--- config.mk ---
export PLATFORM = sky130hd
export DESIGN_NAME = ppm_power_ctrl
export DESIGN_NICKNAME = d
export VERILOG_FILES = /design/src/ppm_pkg.sv /design/src/ppm_power_ctrl.sv /design/src/ppm_sync.sv
export SDC_FILE = /design/constraint.sdc
export NUM_CORES = 1
export LEC_CHECK = 0
export BUFFER_PORTS_ARGS = -buffer_cell sky130_fd_sc_hd__buf_2
export CORE_MARGIN = 2
export CORE_UTILIZATION = 60
export DETAILED_ROUTE_END_ITERATION = 16
export PLACE_DENSITY = 0.82
export SLEW_MARGIN = 40
export SYNTH_ARGS = -nofsm -noshare
export SYNTH_HDL_FRONTEND = slang
export SYNTH_HIERARCHICAL = 1
export SYNTH_SLANG_ARGS = --single-unit
--- constraint.sdc ---
create_clock -name pclk -period 9.7 [get_ports pclk]
set_clock_uncertainty 0.15 [all_clocks]
set_input_delay 2.91 -clock pclk [delete_from_list [all_inputs] [get_ports pclk]]
set_output_delay 2.91 -clock pclk [all_outputs]
set_load 0.005 [all_outputs]
--- src/ppm_pkg.sv ---
// Shared constants and carrier types for the transceiver power-mode block.
// Assumes a 50 MHz APB clock and registers at word index times four.
package ppm_pkg;

  // Register indexes; byte address is four times the index.
  localparam logic [5:0] IDX_BASIC_CTRL = 6'h00;
  localparam logic [5:0] IDX_DIG_CTRL = 6'h10;
  localparam logic [5:0] IDX_AFE_CTRL0 = 6'h11;
  localparam logic [5:0] IDX_AFE_CTRL2 = 6'h13;
  localparam logic [5:0] IDX_AFE_CTRL3 = 6'h14;
  localparam logic [5:0] IDX_EXP_CTRL = 6'h18;
  localparam logic [5:0] IDX_PWR_STATUS = 6'h1a;
  localparam logic [5:0] IDX_PHY_CTRL2 = 6'h1f;

  // Field positions.
  localparam int BCR_SOFT_RST = 15;
  localparam int BCR_AN_EN = 12;
  localparam int BCR_PDOWN = 11;
  localparam int DIG_PLL_OFF = 4;
  localparam int AFE0_SLOW_OSC = 6;
  localparam int AFE2_SLOW_KEEP = 0;
  localparam int AFE3_UDS_CPU = 6;
  localparam int AFE3_UDS_ENTER = 5;
  localparam int AFE3_NV_ACCESS = 4;
  localparam int AFE3_UDS_EN = 3;
  localparam int AFE3_SIG_POL = 0;
  localparam int EXP_ENERGY_DETECT_POWERDOWN_OFF = 11;
  localparam int PC2_PWR_SAVE = 10;

  // Values after reset, and the writable-bit mask of register 14h.
  localparam logic [15:0] BASIC_CTRL_RST = 16'h1000;
  localparam logic [15:0] EXP_CTRL_RST = 16'h0800;
  localparam logic [15:0] ZERO_RST = 16'h0000;
  localparam logic [15:0] AFE3_MASK = 16'h007b;

  // Timing: ticks of the link-pulse time base.
  localparam int CLK_NS = 20;
  localparam int SLOW_TICK_NS = 160;
  localparam int SLOW_DIV_CYCLES = SLOW_TICK_NS / CLK_NS;
  localparam int NLP_INTERVAL_US = 16000;
  localparam int REF_TICK_NS = 160;
  localparam int NLP_TICKS = NLP_INTERVAL_US * 1000 / REF_TICK_NS;
  localparam int ENERGY_DETECT_POWERDOWN_STRETCH = 8;

  typedef enum logic [1:0] {
    PM_ACTIVE = 2'b00,
    PM_SAVING = 2'b01,
    PM_PDOWN = 2'b11,
    PM_SLEEP = 2'b10
  } ppm_mode_type;

  typedef struct packed {
    logic rx_en;
    logic tx_en;
    logic edet_en;
    logic pll_en;
    logic ref_conn;
    logic slow_osc;
    logic link_pulse;
    logic uds;
    logic soft_rst;
  } ppm_pwr_type;

  typedef struct packed {
    logic energy;
    logic link_up;
    logic core_ok;
    logic ref_clk;
  } ppm_pins_type;

endpackage : ppm_pkg

--- src/ppm_power_ctrl.sv ---
// Power-mode controller of a 10/100 transceiver with an APB register file.
// Assumes pins arrive asynchronously; ref clock is sampled, not used as clock.
//
// Chosen here: the address map and the APB register port.
`timescale 1ns/1ps
`default_nettype none
module ppm_power_ctrl
  import ppm_pkg::*;
#(
  parameter int NLP_TICKS_P = NLP_TICKS // Link-pulse interval in ticks.
) (
  input wire logic pclk, // APB clock, 50 MHz.
  input wire logic presetn, // Hardware reset, active low.
  input wire logic psel, // APB select.
  input wire logic penable, // APB enable.
  input wire logic pwrite, // APB direction.
  input wire logic [7:0] paddr, // APB byte address.
  input wire logic [31:0] pwdata, // APB write data.
  output logic [31:0] prdata, // APB read data.
  output logic pready, // APB ready.
  output logic pslverr, // APB error.
  input wire logic ref_clock_input, // Reference clock pin, sampled.
  input wire logic energy_sense, // Line energy on either pair.
  input wire logic link_up, // Link established.
  input wire logic core_pwr_ok, // Core supply present.
  output var ppm_pwr_type pwr_o, // Block enables and mode flags.
  output logic energy_present_out // Energy-present pin.
);

  localparam int CNT_W = 24;
  localparam logic [CNT_W-1:0] NLP_LIM = CNT_W'(NLP_TICKS_P - 1);
  localparam logic [CNT_W-1:0] ENERGY_DETECT_POWERDOWN_LIM =
    CNT_W'(NLP_TICKS_P * ENERGY_DETECT_POWERDOWN_STRETCH - 1);
  localparam logic [3:0] SLOW_LIM = 4'(SLOW_DIV_CYCLES - 1);

  typedef struct packed {
    logic [15:0] bcr;
    logic [15:0] dig;
    logic [15:0] afe0;
    logic [15:0] afe2;
    logic [15:0] afe3;
    logic [15:0] exp;
    logic [15:0] pc2;
    logic [15:0] nv_afe3;
    logic nv_afe2;
    ppm_mode_type mode;
    logic [CNT_W-1:0] pulse_cnt;
    logic [3:0] slow_div;
    logic [31:0] prdata;
    logic pready;
    logic pslverr;
    ppm_pwr_type pwr;
    logic sig_out;
  } ppm_state_type;

  ppm_state_type s_q;
  ppm_state_type s_d;
  ppm_pins_type pins_raw;
  ppm_pins_type lvl;
  ppm_pins_type rise;

  assign pins_raw = '{energy: energy_sense, link_up: link_up,
                      core_ok: core_pwr_ok, ref_clk: ref_clock_input};

  ppm_sync u_sync (
    .pclk(pclk),
    .presetn(presetn),
    .pins_i(pins_raw),
    .lvl_o(lvl),
    .rise_o(rise)
  );

  logic [5:0] idx;
  logic wr_go;
  logic mapped;
  logic locked;
  assign idx = paddr[7:2];
  assign wr_go = psel & penable & s_q.pready & pwrite & ~s_q.pslverr;
  assign mapped = (idx == IDX_BASIC_CTRL) || (idx == IDX_DIG_CTRL) ||
                  (idx == IDX_AFE_CTRL0) || (idx == IDX_AFE_CTRL2) ||
                  (idx == IDX_AFE_CTRL3) || (idx == IDX_EXP_CTRL) ||
                  (idx == IDX_PWR_STATUS) || (idx == IDX_PHY_CTRL2);
  // Register access survives sleep only while the slow oscillator is kept.
  assign locked = (s_q.mode == PM_SLEEP) && !s_q.afe2[AFE2_SLOW_KEEP];

  function automatic logic [15:0] rd_word(input ppm_state_type s,
                                          input logic [5:0] i,
                                          input ppm_pins_type p);
    logic [15:0] w;
    w = 16'h0000;
    unique case (i)
      IDX_BASIC_CTRL: w = s.bcr;
      IDX_DIG_CTRL: w = s.dig;
      IDX_AFE_CTRL0: w = s.afe0;
      IDX_AFE_CTRL2: w = s.afe2;
      IDX_AFE_CTRL3: w = s.afe3;
      IDX_EXP_CTRL: w = s.exp;
      IDX_PHY_CTRL2: w = s.pc2;
      IDX_PWR_STATUS: w = {11'h000, p.link_up, p.energy, s.pwr.ref_conn,
                           s.mode};
      default: w = 16'h0000;
    endcase
    return w;
  endfunction : rd_word

  logic an_on;
  logic no_link;
  logic ps_cond;
  logic energy_detect_powerdown_cond;
  logic uds_go;
  logic tick;
  logic [CNT_W-1:0] lim;

  always_comb begin
    s_d = s_q;
    s_d.pwr.soft_rst = 1'b0;
    s_d.pwr.link_pulse = 1'b0;
    // APB: answer one cycle after setup, ready for exactly one cycle.
    s_d.pready = psel & ~penable;
    s_d.pslverr = psel & ~penable & (~mapped | locked);
    s_d.prdata = {16'h0000, rd_word(s_q, idx, lvl)};
    if (wr_go) begin
      unique case (idx)
        IDX_BASIC_CTRL: begin
          s_d.bcr = pwdata[15:0] & 16'h7fff;
          if (pwdata[BCR_SOFT_RST]) begin
            // Soft reset restores volatile bits; retained copies are kept.
            s_d.bcr = BASIC_CTRL_RST;
            s_d.dig = ZERO_RST;
            s_d.afe0 = ZERO_RST;
            s_d.exp = EXP_CTRL_RST;
            s_d.pc2 = ZERO_RST;
            s_d.pwr.soft_rst = 1'b1;
          end
        end
        IDX_DIG_CTRL: s_d.dig = pwdata[15:0];
        IDX_AFE_CTRL0: s_d.afe0 = pwdata[15:0];
        IDX_AFE_CTRL2: begin
          s_d.afe2 = pwdata[15:0];
          // Only the access bit already held in 14h opens the copy of bit 0.
          if (s_q.afe3[AFE3_NV_ACCESS]) begin
            s_d.nv_afe2 = pwdata[AFE2_SLOW_KEEP];
          end
        end
        IDX_AFE_CTRL3: begin
          s_d.afe3 = pwdata[15:0] & AFE3_MASK;
          // The enable may arrive in the same write, as in the usual setup.
          if (s_q.afe3[AFE3_NV_ACCESS] | pwdata[AFE3_NV_ACCESS]) begin
            s_d.nv_afe3 = pwdata[15:0] & AFE3_MASK;
          end
        end
        IDX_EXP_CTRL: s_d.exp = pwdata[15:0];
        IDX_PHY_CTRL2: s_d.pc2 = pwdata[15:0];
        default: s_d.bcr = s_d.bcr;
      endcase
    end
    // Core supply loss wipes volatile bits; power bits return from copies.
    if (!lvl.core_ok) begin
      s_d.bcr = BASIC_CTRL_RST;
      s_d.dig = ZERO_RST;
      s_d.afe0 = ZERO_RST;
      s_d.exp = EXP_CTRL_RST;
      s_d.pc2 = ZERO_RST;
      s_d.afe3 = s_q.nv_afe3;
      s_d.afe2 = {15'h0000, s_q.nv_afe2};
    end

    an_on = s_d.bcr[BCR_AN_EN];
    no_link = ~lvl.link_up;
    ps_cond = s_d.pc2[PC2_PWR_SAVE] & an_on & no_link;
    energy_detect_powerdown_cond = ~s_d.exp[EXP_ENERGY_DETECT_POWERDOWN_OFF] & an_on & no_link;
    uds_go = s_d.afe3[AFE3_UDS_EN] &
             (s_d.afe3[AFE3_UDS_CPU] ? s_d.afe3[AFE3_UDS_ENTER]
                                     : ~lvl.energy);
    unique case (s_q.mode)
      PM_SLEEP: s_d.mode = PM_SLEEP;
      default: begin
        if (uds_go) begin
          s_d.mode = PM_SLEEP;
        end else if (s_d.bcr[BCR_PDOWN]) begin
          s_d.mode = PM_PDOWN;
        end else if (ps_cond | energy_detect_powerdown_cond) begin
          s_d.mode = PM_SAVING;
        end else begin
          s_d.mode = PM_ACTIVE;
        end
      end
    endcase

    s_d.pwr.rx_en = (s_d.mode == PM_ACTIVE);
    s_d.pwr.tx_en = (s_d.mode == PM_ACTIVE) || (s_d.mode == PM_SAVING);
    s_d.pwr.edet_en = (s_d.mode != PM_PDOWN);
    s_d.pwr.pll_en = (s_d.mode == PM_ACTIVE) || ((s_d.mode == PM_SAVING) &&
                     !(energy_detect_powerdown_cond & s_d.dig[DIG_PLL_OFF]));
    s_d.pwr.ref_conn = ~s_d.afe0[AFE0_SLOW_OSC] &
                       (s_d.mode != PM_SLEEP);
    s_d.pwr.slow_osc = s_d.afe0[AFE0_SLOW_OSC];
    s_d.pwr.uds = (s_d.mode == PM_SLEEP);
    // Forced high until enabled so the host can initialise undisturbed.
    s_d.sig_out = s_d.afe3[AFE3_UDS_EN] ?
                  (lvl.energy ^ s_d.afe3[AFE3_SIG_POL]) : 1'b1;

    // Time base: reference clock edges, or a pclk divider on slow oscillator.
    s_d.slow_div = (s_q.slow_div == SLOW_LIM) ? 4'h0 : s_q.slow_div + 4'h1;
    tick = s_q.afe0[AFE0_SLOW_OSC] ? (s_q.slow_div == SLOW_LIM) : rise.ref_clk;
    lim = (s_q.mode == PM_SAVING && energy_detect_powerdown_cond) ? ENERGY_DETECT_POWERDOWN_LIM : NLP_LIM;
    if (!s_q.pwr.tx_en || lvl.link_up) begin
      s_d.pulse_cnt = '0;
    end else if (tick) begin
      if (s_q.pulse_cnt >= lim) begin
        s_d.pulse_cnt = '0;
        s_d.pwr.link_pulse = 1'b1;
      end else begin
        s_d.pulse_cnt = s_q.pulse_cnt + CNT_W'(1);
      end
    end
  end

  always_ff @(posedge pclk or negedge presetn) begin
    if (!presetn) begin
      s_q <= '0;
      s_q.bcr <= BASIC_CTRL_RST;
      s_q.exp <= EXP_CTRL_RST;
      s_q.pc2 <= ZERO_RST;
      s_q.mode <= PM_ACTIVE;
      s_q.sig_out <= 1'b1;
    end else begin
      s_q <= s_d;
    end
  end

  assign prdata = s_q.prdata;
  assign pready = s_q.pready;
  assign pslverr = s_q.pslverr;
  assign pwr_o = s_q.pwr;
  assign energy_present_out = s_q.sig_out;

  property p_saving_cause;
    @(posedge pclk) disable iff (!presetn)
    s_q.mode == PM_SAVING |-> s_q.bcr[BCR_AN_EN] &&
      (s_q.pc2[PC2_PWR_SAVE] || !s_q.exp[EXP_ENERGY_DETECT_POWERDOWN_OFF]);
  endproperty
  a_saving_cause: assert property (p_saving_cause)
    else $error("saving mode without its enable");

  property p_saving_blocks;
    @(posedge pclk) disable iff (!presetn)
    s_q.mode == PM_SAVING |-> !pwr_o.rx_en && pwr_o.tx_en && pwr_o.edet_en;
  endproperty
  a_saving_blocks: assert property (p_saving_blocks)
    else $error("wrong blocks enabled in saving mode");

  property p_pll_off;
    @(posedge pclk) disable iff (!presetn)
    s_q.mode == PM_SAVING && s_q.dig[DIG_PLL_OFF] && !s_q.exp[EXP_ENERGY_DETECT_POWERDOWN_OFF]
      && !s_q.pc2[PC2_PWR_SAVE] |-> !pwr_o.pll_en;
  endproperty
  a_pll_off: assert property (p_pll_off)
    else $error("pll still on with pll-off set");

  property p_pdown_enter;
    @(posedge pclk) disable iff (!presetn)
    wr_go && idx == IDX_BASIC_CTRL && pwdata[BCR_PDOWN] && !pwdata[BCR_SOFT_RST]
      |=> (s_q.mode == PM_PDOWN || s_q.mode == PM_SLEEP) && !pwr_o.tx_en;
  endproperty
  a_pdown_enter: assert property (p_pdown_enter)
    else $error("power down not entered");

  property p_pdown_exit;
    @(posedge pclk) disable iff (!presetn)
    s_q.mode == PM_PDOWN |-> s_q.bcr[BCR_PDOWN];
  endproperty
  a_pdown_exit: assert property (p_pdown_exit)
    else $error("power down held with bit clear");

  property p_sleep_hold;
    @(posedge pclk) disable iff (!presetn)
    s_q.mode == PM_SLEEP |=> s_q.mode == PM_SLEEP && !pwr_o.tx_en
      && !pwr_o.rx_en && !pwr_o.pll_en && !pwr_o.ref_conn && pwr_o.uds;
  endproperty
  a_sleep_hold: assert property (p_sleep_hold)
    else $error("sleep left or outputs active");

  property p_auto_sleep;
    @(posedge pclk) disable iff (!presetn)
    s_q.afe3[AFE3_UDS_EN] && !s_q.afe3[AFE3_UDS_CPU] && !lvl.energy
      && lvl.core_ok |=> s_q.mode == PM_SLEEP;
  endproperty
  a_auto_sleep: assert property (p_auto_sleep)
    else $error("automatic sleep not entered");

  property p_energy_out;
    @(posedge pclk) disable iff (!presetn)
    s_q.afe3[AFE3_UDS_EN] && $stable(s_q.afe3) && $stable(lvl.energy) |=>
      energy_present_out == ($past(lvl.energy) ^ s_q.afe3[AFE3_SIG_POL]);
  endproperty
  a_energy_out: assert property (p_energy_out)
    else $error("energy output wrong");

  property p_slow_osc;
    @(posedge pclk) disable iff (!presetn)
    s_q.afe0[AFE0_SLOW_OSC] |-> !pwr_o.ref_conn && pwr_o.slow_osc;
  endproperty
  a_slow_osc: assert property (p_slow_osc)
    else $error("ref clock connected in slow mode");

  property p_retain;
    @(posedge pclk) disable iff (!presetn)
    $fell(lvl.core_ok) |=> s_q.afe3 == $past(s_q.nv_afe3);
  endproperty
  a_retain: assert property (p_retain)
    else $error("retained copy not restored");

  property p_reset_default;
    @(posedge pclk) disable iff (!presetn)
    $rose(presetn) |-> !s_q.pc2[PC2_PWR_SAVE] && s_q.exp[EXP_ENERGY_DETECT_POWERDOWN_OFF]
      && s_q.nv_afe3 == 16'h0000;
  endproperty
  a_reset_default: assert property (p_reset_default)
    else $error("low-power bits not at default");

endmodule : ppm_power_ctrl
`default_nettype wire

--- src/ppm_sync.sv ---
// Two-flop synchronisers with rising-edge detect for the pin inputs.
// Assumes the pins are asynchronous to pclk.
`timescale 1ns/1ps
`default_nettype none
module ppm_sync
  import ppm_pkg::*;
(
  input wire logic pclk, // System clock.
  input wire logic presetn, // Asynchronous reset, active low.
  input wire ppm_pins_type pins_i, // Raw pin levels.
  output var ppm_pins_type lvl_o, // Synchronised levels.
  output var ppm_pins_type rise_o // One-cycle rising-edge pulses.
);

  typedef struct packed {
    ppm_pins_type s1;
    ppm_pins_type s2;
    ppm_pins_type s3;
  } ppm_sync_type;

  ppm_sync_type s_q;
  ppm_sync_type s_d;

  // The first stage feeds only the second; edges look at stages two and three.
  always_comb begin
    s_d = s_q;
    s_d.s1 = pins_i;
    s_d.s2 = s_q.s1;
    s_d.s3 = s_q.s2;
  end

  always_ff @(posedge pclk or negedge presetn) begin
    if (!presetn) begin
      // Supply-good starts high so leaving reset never looks like a supply loss.
      s_q <= '0;
      s_q.s1.core_ok <= 1'b1;
      s_q.s2.core_ok <= 1'b1;
      s_q.s3.core_ok <= 1'b1;
    end else begin
      s_q <= s_d;
    end
  end

  assign lvl_o = s_q.s2;
  assign rise_o = s_q.s2 & ~s_q.s3;

endmodule : ppm_sync
`default_nettype wire

==> results of run 1 <==
path summary, 6_finish.rpt:
check	depth (start not counted)	slack [ns]	start	to
hold reg to reg	0	0.20	u_sync/s_d[4]	u_sync/lvl_o[0]
max in group asynchronous	2	5.92	presetn	s_q[161]
min in group asynchronous	1	2.37	presetn	s_q[100]
setup / recovery	12	2.47	paddr[3]	s_q[60]
hold / removal	0	0.20	u_sync/s_d[4]	u_sync/lvl_o[0]
setup reg to reg	11	5.19	pready	s_q[60]
final cells by class:
type,instances,area (µm²)
tap,176,220
inverter,9,33.8
sequential,174,4360
multi-input combinational,475,3270
clock buffer,20,457
fill,1001,4330
timing repair buffer,69,387
clock inverter,12,136
flip-flops by register name (all words and copies together) (netlist names):
register and count:
s_q 138, prdata 16, pwr_o 8, u_sync/lvl_o 4
u_sync/s_d 4, energy_present_out 1, pready 1, pslverr 1
u_sync/s_q 1
layer usage:
metal	track usage [%]	part of all wire (%)	routed length [µm]	vias up
li1	-	-	-	2679
met1	38.5	42	8120	3034
met2	45.8	49	9540	284
met3	6.89	7.2	1410	29
met4	12.3	2.2	430	0
met5	0	0	0	-
worst register-to-register path: stages (launching register included):
cell,delay (ns)
dfrtp_1,0.37
nand4_1,0.20
nor2_1,0.53
a21boi_0,0.17
and4b_1,0.36
nand4b_1,0.39
ha_1,0.48
nand4b_1,0.12
or4_1,0.52
o22a_1,0.39
a21oi_2,0.56
nor4_1,0.13
report_power, final:
part           switching [mW]  leakage [nW]  total [mW]  internal (mW)
Clock                   0.285         0.283       0.679          0.395
Combinational          0.0448          1.51      0.0608         0.0160
Sequential            0.00611          2.37       0.737          0.731
Total                   0.336          4.16        1.48           1.14
metrics by stage:
step	cells	instance area (µm²)	utilization, %	total power, mW	hold slack (ns)
2_1_floorplan	743	8150	-	0.781	0.181
3_3_place_gp	903	8250	62.5	0.808	0.183
3_5_place_dp	903	8250	62.6	0.811	0.187
4_1_cts	935	8840	67.1	1.48	0.202
5_1_grt	935	8860	67.2	1.53	0.203
6_report	935	8860	67.2	1.48	0.201
placed cells by master, fill, tap and decap left out, drive strengths merged, types with 16 or more instances in the layout:
| master | n |
|---|---|
| a222oi | 17 |
| nand2 | 77 |
| clkbuf | 20 |
| nor3 | 19 |
| mux2 | 17 |
| nand3 | 23 |
| buf | 69 |
| a21boi | 20 |
| a22o | 57 |
| dfrtp | 169 |
| nor2 | 33 |
| a32o | 20 |
| a21oi | 17 |
| conb | 16 |
==> reports/qor.csv, run 1 <==
stage;metric;value;unit
status;status;complete, no violations;
synth;synth.yosys.warnings;6;
sta;setup-violations-final;0;
routing;vias;6026;
critical_path;crit_type;input pin to flop;
floorplan;start_util;61.3;%
clock_tree;cts_tree;yes;
place;routabilityCongestion;0.923;
clock_tree;htreeDepth;4;
floorplan;dieArea;14400;µm²
synth;syn_inst;728;
sta;fin_crit_sh;74.6;%
grt;antenna_found_initial;0;
routing;drt_iter0_markers;782;
routing;totalWireLength;19.5;mm
sta;rsz0062_at_grt;no;
grt;grt_max_degree;100;
place;numPortBuffers;58;
critical_path;critical-path-slowest-cell;a21oi_2;
clock_tree;cts_sinks;174;
clock_tree;cts_hold_buf;0;
sta;tns;0;ns
critical_path;cp.arrival;7.36;ns
clock_tree;root_buffer;clkbuf_16;
sta;fmax;138;MHz
sta;slew_violations;0;
worst_hold_path;worstHoldPathType;flop to flop;
clock_tree;cts_setup_buffers;0;
critical_path;crit_fanout;29;
critical_path;worstPathRequired;9.83;ns
critical_path;max_stage_delay;0.56;ns
sta;max_slew_margin;48.8;%
floorplan;core_area;13200;µm²
routing;dr.pass1.iters;8;
sta;finalWorstSetupSlack;2.47;ns
final_layout;layout-drive-gt1-share;17.9;%
run;cap_viol_max_count;0;
sta;fin_crit;7.23;ns
sta;hold_viol_final;0;
grt;grt_overflow;0;
critical_path;start_kind;input pin;
place;dp_hpwl;13.2;mm
routing;ant_nets;0;
routing;via_per_inst;6.44;
critical_path;crit_family;simple AND/OR/NAND/NOR gates;
clock_tree;numCtsBuffers;17;
final_layout;syn2layout_area_growth;9.51;%
sta;max_slew.worst_pin.slew;0.766;ns
place;place_ws;1.93;ns
pwr;leakagePower;4.16;nW
floorplan;row_count;42;
synth;netlist_area;8090;µm²
synth;avgSynthCellArea;11.1;µm²
clock_tree;clkTransAtPathRegs;0.06;ns
floorplan;die_width;120;µm
floorplan;ios;93;
final_layout;nNetsFinal;806;
critical_path;crit_path_end_kind;flop;
clock_tree;cts_buffer_depth;2;
routing;drc;0;
grt;grt_pass1_wl;32.0;mm
grt;track_usage;29.0;%
routing;detail_route.wl_per_cell;20.9;µm
floorplan;fp.dieH;120;µm
clock_tree;cts_resized;0;
clock_tree;clkLatencyLatePin;0.43;ns
grt;grt_pass1_vias;6057;
final_layout;antennaDiodeCount;0;
pwr;power.density;167;nW/µm²
critical_path;crit_buf_inv;1;
pwr;vdd_ir_drop_max;164;µV
critical_path;critical_path.cell_chain;buf_2 > nor4_1 > nand4_1 > mux2i_1 > a21oi_1 > nand4b_1 > ha_1 > nand4b_1 > or4_1 > o22a_1 > a21oi_2 > nor4_1;
No activity file was read; power rests on OpenSTA's default activity.
==> run 2, diff against run 1 <==
--- a/config.mk
+++ b/config.mk
@@ -7,9 +7,9 @@
 export LEC_CHECK = 0
 export BUFFER_PORTS_ARGS = -buffer_cell sky130_fd_sc_hd__buf_2
 export CORE_MARGIN = 2
-export CORE_UTILIZATION = 60
+export CORE_UTILIZATION = 53
 export DETAILED_ROUTE_END_ITERATION = 16
-export PLACE_DENSITY = 0.82
+export PLACE_DENSITY = 0.76
 export SLEW_MARGIN = 40
 export SYNTH_ARGS = -nofsm -noshare
 export SYNTH_HDL_FRONTEND = slang
==> constraint.sdc (replaced) <==
create_clock -name pclk -period 6.2 [get_ports pclk]
set_clock_uncertainty 0.15 [all_clocks]
set_input_delay 1.86 -clock pclk [delete_from_list [all_inputs] [get_ports pclk]]
set_output_delay 1.86 -clock pclk [all_outputs]
set_load 0.005 [all_outputs]
==> run 2 against run 1 <==
Compared with the run above:
- critical path type unchanged
- design area rose by 1.1%
- sequential share of layout area is 0.54 points lower
- setup slack got worse by 2.0 ns
- clock-buffer cell count grew 4
- non-clock buffer count increased by 5
- via count increased by 0.28%
- critical path depth increased by 3
- sequential power increased by 56%
- register-to-register slack worse by 3.3 ns
- cell count increased by 1.8%
==> reports/qor.csv, run 2 (same netlist as run 1, synthesis figures left out) <==
stage;metric;value;unit;change
grt;track_usage;25.9;%;-3.0 points
final_layout;finish.utilization;59.6;%;-7.6 points
final_layout;antennaDiodeCount;0;;unchanged
clock_tree;clkTransAtPathRegs;0.06;ns;about the same
status;status;complete, no violations;;
grt;grt_max_degree;107;;+7.0%
floorplan;fp.dieH;128;µm;+6.2%
final_layout;layout_common_cells;169 x dfrtp_1, 77 x nand2_1, 57 x a22o_1, 57 x buf_2, 32 x nor2_1;;
clock_tree;root_buffer;clkbuf_16;;
routing;vias;6043;;+0.28%
sta;fin_crit;5.74;ns;
grt;grt_pass1_wl;32.4;mm;+1.2%
sta;max_slew.worst_pin.slew;0.807;ns;+0.0417 ns
worst_hold_path;worstHoldPathType;flop to flop;;
sta;fmax;174;MHz;
sta;rsz0062_at_grt;no;;
final_layout;layout_commonest_cell;dfrtp_1;;
run;cap_viol_max_count;0;;unchanged
critical_path;crit_path_end_kind;flop;;
sta;tns;0;ns;unchanged
sta;max_slew_margin;46.2;%;-2.6 points
routing;drc;0;;unchanged
sta;hold_viol_final;0;;unchanged
routing;drt_iter0_markers;562;;-28%
pwr;vdd_ir_drop_max;223;µV;+36%
floorplan;die_width;128;µm;+6.2%
final_layout;multiInputGateArea;3270;µm²;+0.12%
critical_path;max_stage_delay;0.51;ns;-0.05 ns
place;place_ws;-0.0566;ns;-1.99 ns
floorplan;dieArea;16300;µm²;+13%
place;routabilityCongestion;0.922;;-0.18%
final_layout;nFillCells;1211;;+21%
floorplan;ios;93;;unchanged
sta;setup-violations-final;0;;unchanged
place;dp_hpwl;13.6;mm;+2.8%
grt;antenna_found_initial;0;;unchanged
critical_path;critical_path.cell_chain;buf_2 > buf_4 > or3b_2 > nor2_1 > a21boi_0 > and4b_1 > nand4b_1 > ha_1 > a211o_1 > a21oi_1 > o21a_1 > o22a_1 > a21oi_1 > buf_4 > nor4_1;;
clock_tree;cts_buffer_depth;2;;unchanged
final_layout;syn2layout_area_growth;10.7;%;
place;numPortBuffers;58;;unchanged
critical_path;worstPathRequired;6.38;ns;-3.45 ns
critical_path;crit_type;input pin to flop;;
sta;slew_violations;0;;unchanged
sta;finalWorstSetupSlack;0.464;ns;-2.00 ns
grt;grt_pass1_vias;6010;;-0.78%
critical_path;crit_family;simple AND/OR/NAND/NOR gates;;
clock_tree;cts_tree;yes;;
critical_path;cp.arrival;5.92;ns;-1.44 ns
routing;via_per_inst;6.35;;-1.5%
routing;totalWireLength;20.2;mm;+3.5%
sta;fin_crit_sh;92.5;%;
clock_tree;cts_sinks;174;;unchanged
floorplan;start_util;53.8;%;-7.5 points
floorplan;core_area;15000;µm²;+14%
final_layout;regArea;4360;µm²;unchanged
critical_path;start_kind;input pin;;
critical_path;crit_fanout;25;;-14%
clock_tree;clkLatencyLatePin;0.44;ns;about the same
routing;ant_nets;0;;unchanged
pwr;power.density;264;nW/µm²;+59%
critical_path;critical-path-slowest-cell;or3b_2;;
clock_tree;htreeDepth;4;;unchanged
pwr;leakagePower;4.21;nW;+1.1%
final_layout;layout-drive-gt1-share;18.3;%;+0.41 points
final_layout;largest_reg_flops;138;;unchanged
critical_path;crit_buf_inv;3;;+2
clock_tree;cts_hold_buf;0;;unchanged
grt;grt_overflow;0;;unchanged
routing;detail_route.wl_per_cell;21.2;µm;+1.7%
final_layout;largest-register;s_q;;
routing;dr.pass1.iters;6;;-2
clock_tree;numCtsBuffers;17;;unchanged
final_layout;nNetsFinal;811;;+0.62%
floorplan;row_count;45;;+7.1%
run 2: changes by cell type in the layout (fill, tap and decap cells not counted), moves of 2 or more:
cell	previous run	this run
clkbuf_1	1	3
buf_4	10	15
clkinv_4	3	0
clkbuf_8	2	4
run 2: repair_timing:
action	in CTS	in global routing
gates resized for setup	0	1
buffers inserted	0	0
setup endpoints to repair	0	11
hold endpoints to repair	0	0
run 2: routing by layer:
metal | GRT usage [%] | vias to the layer above | part of all wire, % | wire length [µm]
met5 | 0 | - | 0 | 0
met3 | 5.99 | 57 | 7.8 | 1580
met2 | 40.5 | 276 | 47 | 9510
met4 | 11.9 | 0 | 3.1 | 629
met1 | 34.8 | 3032 | 42 | 8470
li1 | - | 2678 | - | -
run 2: power breakdown:
part | internal [mW] | switching [mW] | leakage [nW]
Clock | 0.679 | 0.437 | 0.297
Combinational | 0.0275 | 0.0722 | 1.54
Sequential | 1.14 | 0.00908 | 2.37
run 2: worst paths after layout:
check	slack, ns	to	startpoint	depth (start not counted)
worst max-delay path	0.46	s_q[60]	paddr[3]	15
worst min-delay path	0.20	u_sync/lvl_o[2]	u_sync/s_d[6]	0
worst max register to register	1.89	s_q[60]	pready	13
worst min register to register	0.20	u_sync/lvl_o[2]	u_sync/s_d[6]	0
max in group asynchronous	3.56	s_q[199]	presetn	3
min in group asynchronous	1.15	prdata[14]	presetn	1
run 2: layout make-up:
type                            count  share of cell area, %
Inverter                            9                  0.377
Timing Repair Buffer               74                   4.92
Clock buffer                       24                   5.49
Multi-Input combinational cell    475                   36.5
Tap cell                          188                   2.63
Sequential cell                   174                   48.7
Clock inverter                      8                   1.42
run 2: metrics by stage:
stage	hold WS (ns)	std cells	area (µm²)	total power, mW
floorplan	0.181	743	8150	1.22
global placement	0.183	919	8290	1.27
detailed placement	0.187	919	8300	1.27
CTS	0.201	951	8920	2.38
global route	0.208	952	8960	2.44
finish	0.198	952	8960	2.37
==> run 3, diff against run 2 <==
--- a/config.mk
+++ b/config.mk
@@ -5,11 +5,10 @@
 export SDC_FILE = /design/constraint.sdc
 export NUM_CORES = 1
 export LEC_CHECK = 0
-export BUFFER_PORTS_ARGS = -buffer_cell sky130_fd_sc_hd__buf_2
-export CORE_MARGIN = 2
-export CORE_UTILIZATION = 53
+export CORE_UTILIZATION = 57
 export DETAILED_ROUTE_END_ITERATION = 16
-export PLACE_DENSITY = 0.76
+export DONT_BUFFER_PORTS = 1
+export PLACE_DENSITY = 0.75
 export SLEW_MARGIN = 40
 export SYNTH_ARGS = -nofsm -noshare
 export SYNTH_HDL_FRONTEND = slang
==> run 3 against run 2 <==
Compared with the run above:
- worst hold slack better by 0.0034 ns
- die area is 9.8% lower
- sequential share of layout area is 2.3 points higher
- routed wire length is 5.2% lower
- setup slack better by 0.19 ns
- fmax is 3.4% higher
- global-route usage is 1.9 points higher
- power is 5.7% lower
- design area is 4.5% lower
- register-to-register slack worse by 0.11 ns
- sequential power hardly changed
- critical path depth is 2 lower
- highest routed layer unchanged
==> reports/qor.csv, run 3 (same netlist as run 1, synthesis figures left out) <==
stage;metric;value;unit;change
place;placedCellCount;851;;-7.4%
critical_path;cp.arrival;5.73;ns;-0.19 ns
floorplan;start_util;58.3;%;+4.5 points
final_layout;syn2layout_area_growth;5.72;%;
grt;track_usage;27.9;%;+1.9 points
clock_tree;cts_buffer_depth;2;;unchanged
sta;max_slew_margin;45.5;%;-0.71 points
sta;fin_crit_sh;89.5;%;-3.0 points
clock_tree;numCtsBuffers;17;;unchanged
place;routabilityCongestion;0.914;;-0.77%
place;numPortBuffers;0;;-100%
final_layout;nNetsFinal;750;;-7.5%
floorplan;core_area;13900;µm²;-7.7%
run;cap_viol_max_count;0;;unchanged
final_layout;layout_common_cells;169 x dfrtp_1, 77 x nand2_1, 57 x a22o_1;;
final_layout;antennaDiodeCount;0;;unchanged
clock_tree;cts_hold_buf;0;;unchanged
routing;via_per_inst;6.59;;+3.8%
pwr;pwr-share-seq;51.6;%;+2.9 points
pwr;vdd_ir_drop_max;208;µV;-6.7%
critical_path;crit_buf_inv;1;;-2
final_layout;largest_reg_flops;138;;unchanged
routing;totalWireLength;19.1;mm;-5.2%
grt;grt_pass1_wl;30.7;mm;-5.1%
pwr;switching_share;22.5;%;+0.66 points
routing;drt_iter0_markers;782;;+39%
clock_tree;root_buffer;clkbuf_16;;
floorplan;dieArea;14700;µm²;-9.8%
worst_hold_path;worstHoldPathType;flop to flop;;
floorplan;die_width;121;µm;-5.0%
sta;finalWorstSetupSlack;0.653;ns;+0.189 ns
critical_path;crit_path_end_kind;flop;;
pwr;p_clk_share;46.5;%;-0.6 points
routing;vias;5820;;-3.7%
pwr;intPower;1.73;mW;-6.5%
floorplan;fp.dieH;121;µm;-5.0%
grt;grt_overflow;0;;unchanged
grt;antenna_found_initial;0;;unchanged
sta;setup-violations-final;0;;unchanged
floorplan;ios;93;;unchanged
sta;tns;0;ns;unchanged
clock_tree;htreeDepth;4;;unchanged
sta;hold_viol_final;0;;unchanged
sta;fin_crit;5.55;ns;-0.189 ns
final_layout;layout_commonest_cell;dfrtp_1;;
routing;ant_nets;0;;unchanged
pwr;leakagePower;3.89;nW;-7.5%
clock_tree;cts_resized;0;;unchanged
critical_path;max_stage_delay;0.50;ns;about the same
sta;max_slew.worst_pin.slew;0.815;ns;+0.00767 ns
final_layout;instances_no_fill;883;;-7.2%
pwr;p_sw;0.504;mW;-2.9%
grt;grt_pass1_vias;5787;;-3.7%
clock_tree;clkTransAtPathRegs;0.07;ns;about the same
pwr;power.density;261;nW/µm²;-1.2%
critical_path;crit_fanout;14;;-44%
routing;dr.pass1.iters;6;;unchanged
critical_path;critical-path-slowest-cell;or3b_2;;
sta;slew_violations;0;;unchanged
floorplan;row_count;43;;-4.4%
final_layout;largest-register;s_q;;
clock_tree;cts_setup_buffers;0;;unchanged
routing;detail_route.wl_per_cell;21.7;µm;+2.2%
critical_path;critical_path.cell_chain;or3b_2 > nor2_1 > a21boi_0 > and4b_1 > nand4b_1 > ha_1 > a211o_1 > a21oi_1 > o21a_1 > o22a_1 > a21oi_1 > buf_4 > nor4_1;;
pwr;power;2.23;mW;-5.7%
final_layout;nFillCells;1104;;-8.8%
clock_tree;cts_sinks;174;;unchanged
routing;drc;0;;unchanged
place;place_area;7970;µm²;-3.9%
sta;rsz0062_at_grt;no;;
critical_path;start_kind;input pin;;
grt;grt_max_degree;175;;+64%
place;dp_hpwl;12.6;mm;-7.0%
clock_tree;cts_tree;yes;;
critical_path;crit_family;simple AND/OR/NAND/NOR gates;;
critical_path;crit_type;input pin to flop;;
final_layout;layout-drive-gt1-share;11.4;%;-6.9 points
place;place_ws;0.300;ns;+0.357 ns
final_layout;postLayoutCellArea;8550;µm²;-4.5%
critical_path;crit_top_cell;a21oi_1;;
critical_path;worstPathRequired;6.38;ns;about the same
pwr;p_comb_share;1.9;%;-2.3 points
sta;fmax;180;MHz;+3.4%
status;status;complete, no violations;;
clock_tree;clkLatencyLatePin;0.44;ns;about the same
run 3: cell types whose count changed in the layout (fill, tap and decap cells not counted), sizes merged:
| cell | before | now |
|---|---|---|
| buf | 74 | 13 |
| clkbuf | 24 | 18 |
| clkinv | 1 | 5 |
| bufinv | 3 | 1 |
| clkinvlp | 2 | 4 |
| inv | 11 | 13 |
run 3: through the flow:
| stage | hold slack, ns | util [%] |
|---|---|---|
| after global placement | 0.184 | 57.4 |
| final | 0.201 | 61.6 |
| after floorplan | 0.181 | - |
| after global routing | 0.208 | 61.6 |
| after CTS | 0.202 | 61.6 |
| after detailed placement | 0.186 | 57.4 |
run 3: area by class of cell:
type | instances | area, µm² | share of cell area, %
well taps | 180 | 225 | 2.63
clock buffers | 18 | 439 | 5.13
clock inverters | 14 | 135 | 1.58
multi-input cells | 475 | 3260 | 38.1
repair buffers | 13 | 97.6 | 1.14
flip-flops and latches | 174 | 4360 | 51.0
inverters | 9 | 33.8 | 0.395
run 3: path summary, 6_finish.rpt:
path / from / cells past startpoint / end / slack, ns
min reg2reg: u_sync/s_d[4] / 0 / u_sync/lvl_o[0] / 0.20
max in group asynchronous: presetn / 0 / u_sync/s_d[5] / 4.67
min in group asynchronous: presetn / 0 / prdata[14] / 0.97
max: paddr[4] / 13 / s_q[60] / 0.65
min: u_sync/s_d[4] / 0 / u_sync/lvl_o[0] / 0.20
max reg2reg: pready / 13 / s_q[60] / 1.78
run 3: power groups by stage:
stage               clock network (mW)  logic, mW  registers (mW)
CTS                               1.05     0.0410            1.15
global placement                     0     0.0400            1.17
floorplan                            0     0.0530            1.17
finish                            1.04     0.0418            1.15
detailed placement                   0     0.0408            1.17
global route                      1.10     0.0457            1.15
run 3: metal layers:
layer / global-route usage [%] / up-vias / wire [µm]
met2: 42.6 / 306 / 9000
met4: 10.9 / 0 / 444
met1: 37.8 / 2915 / 7970
met5: 0 / - / 0
met3: 7.57 / 41 / 1720
li1: - / 2558 / -
run 3: worst reg2reg max path, cell delays in order (launching register included):
cell      delay [ns]
dfrtp_1         0.39
nand4_1         0.20
nor2_1          0.50
a21boi_0        0.17
and4b_1         0.38
nand4b_1        0.40
ha_1            0.47
a211o_1         0.27
a21oi_1         0.15
o21a_1          0.14
o22a_1          0.45
a21oi_1         0.19
buf_4           0.20
nor4_1          0.26
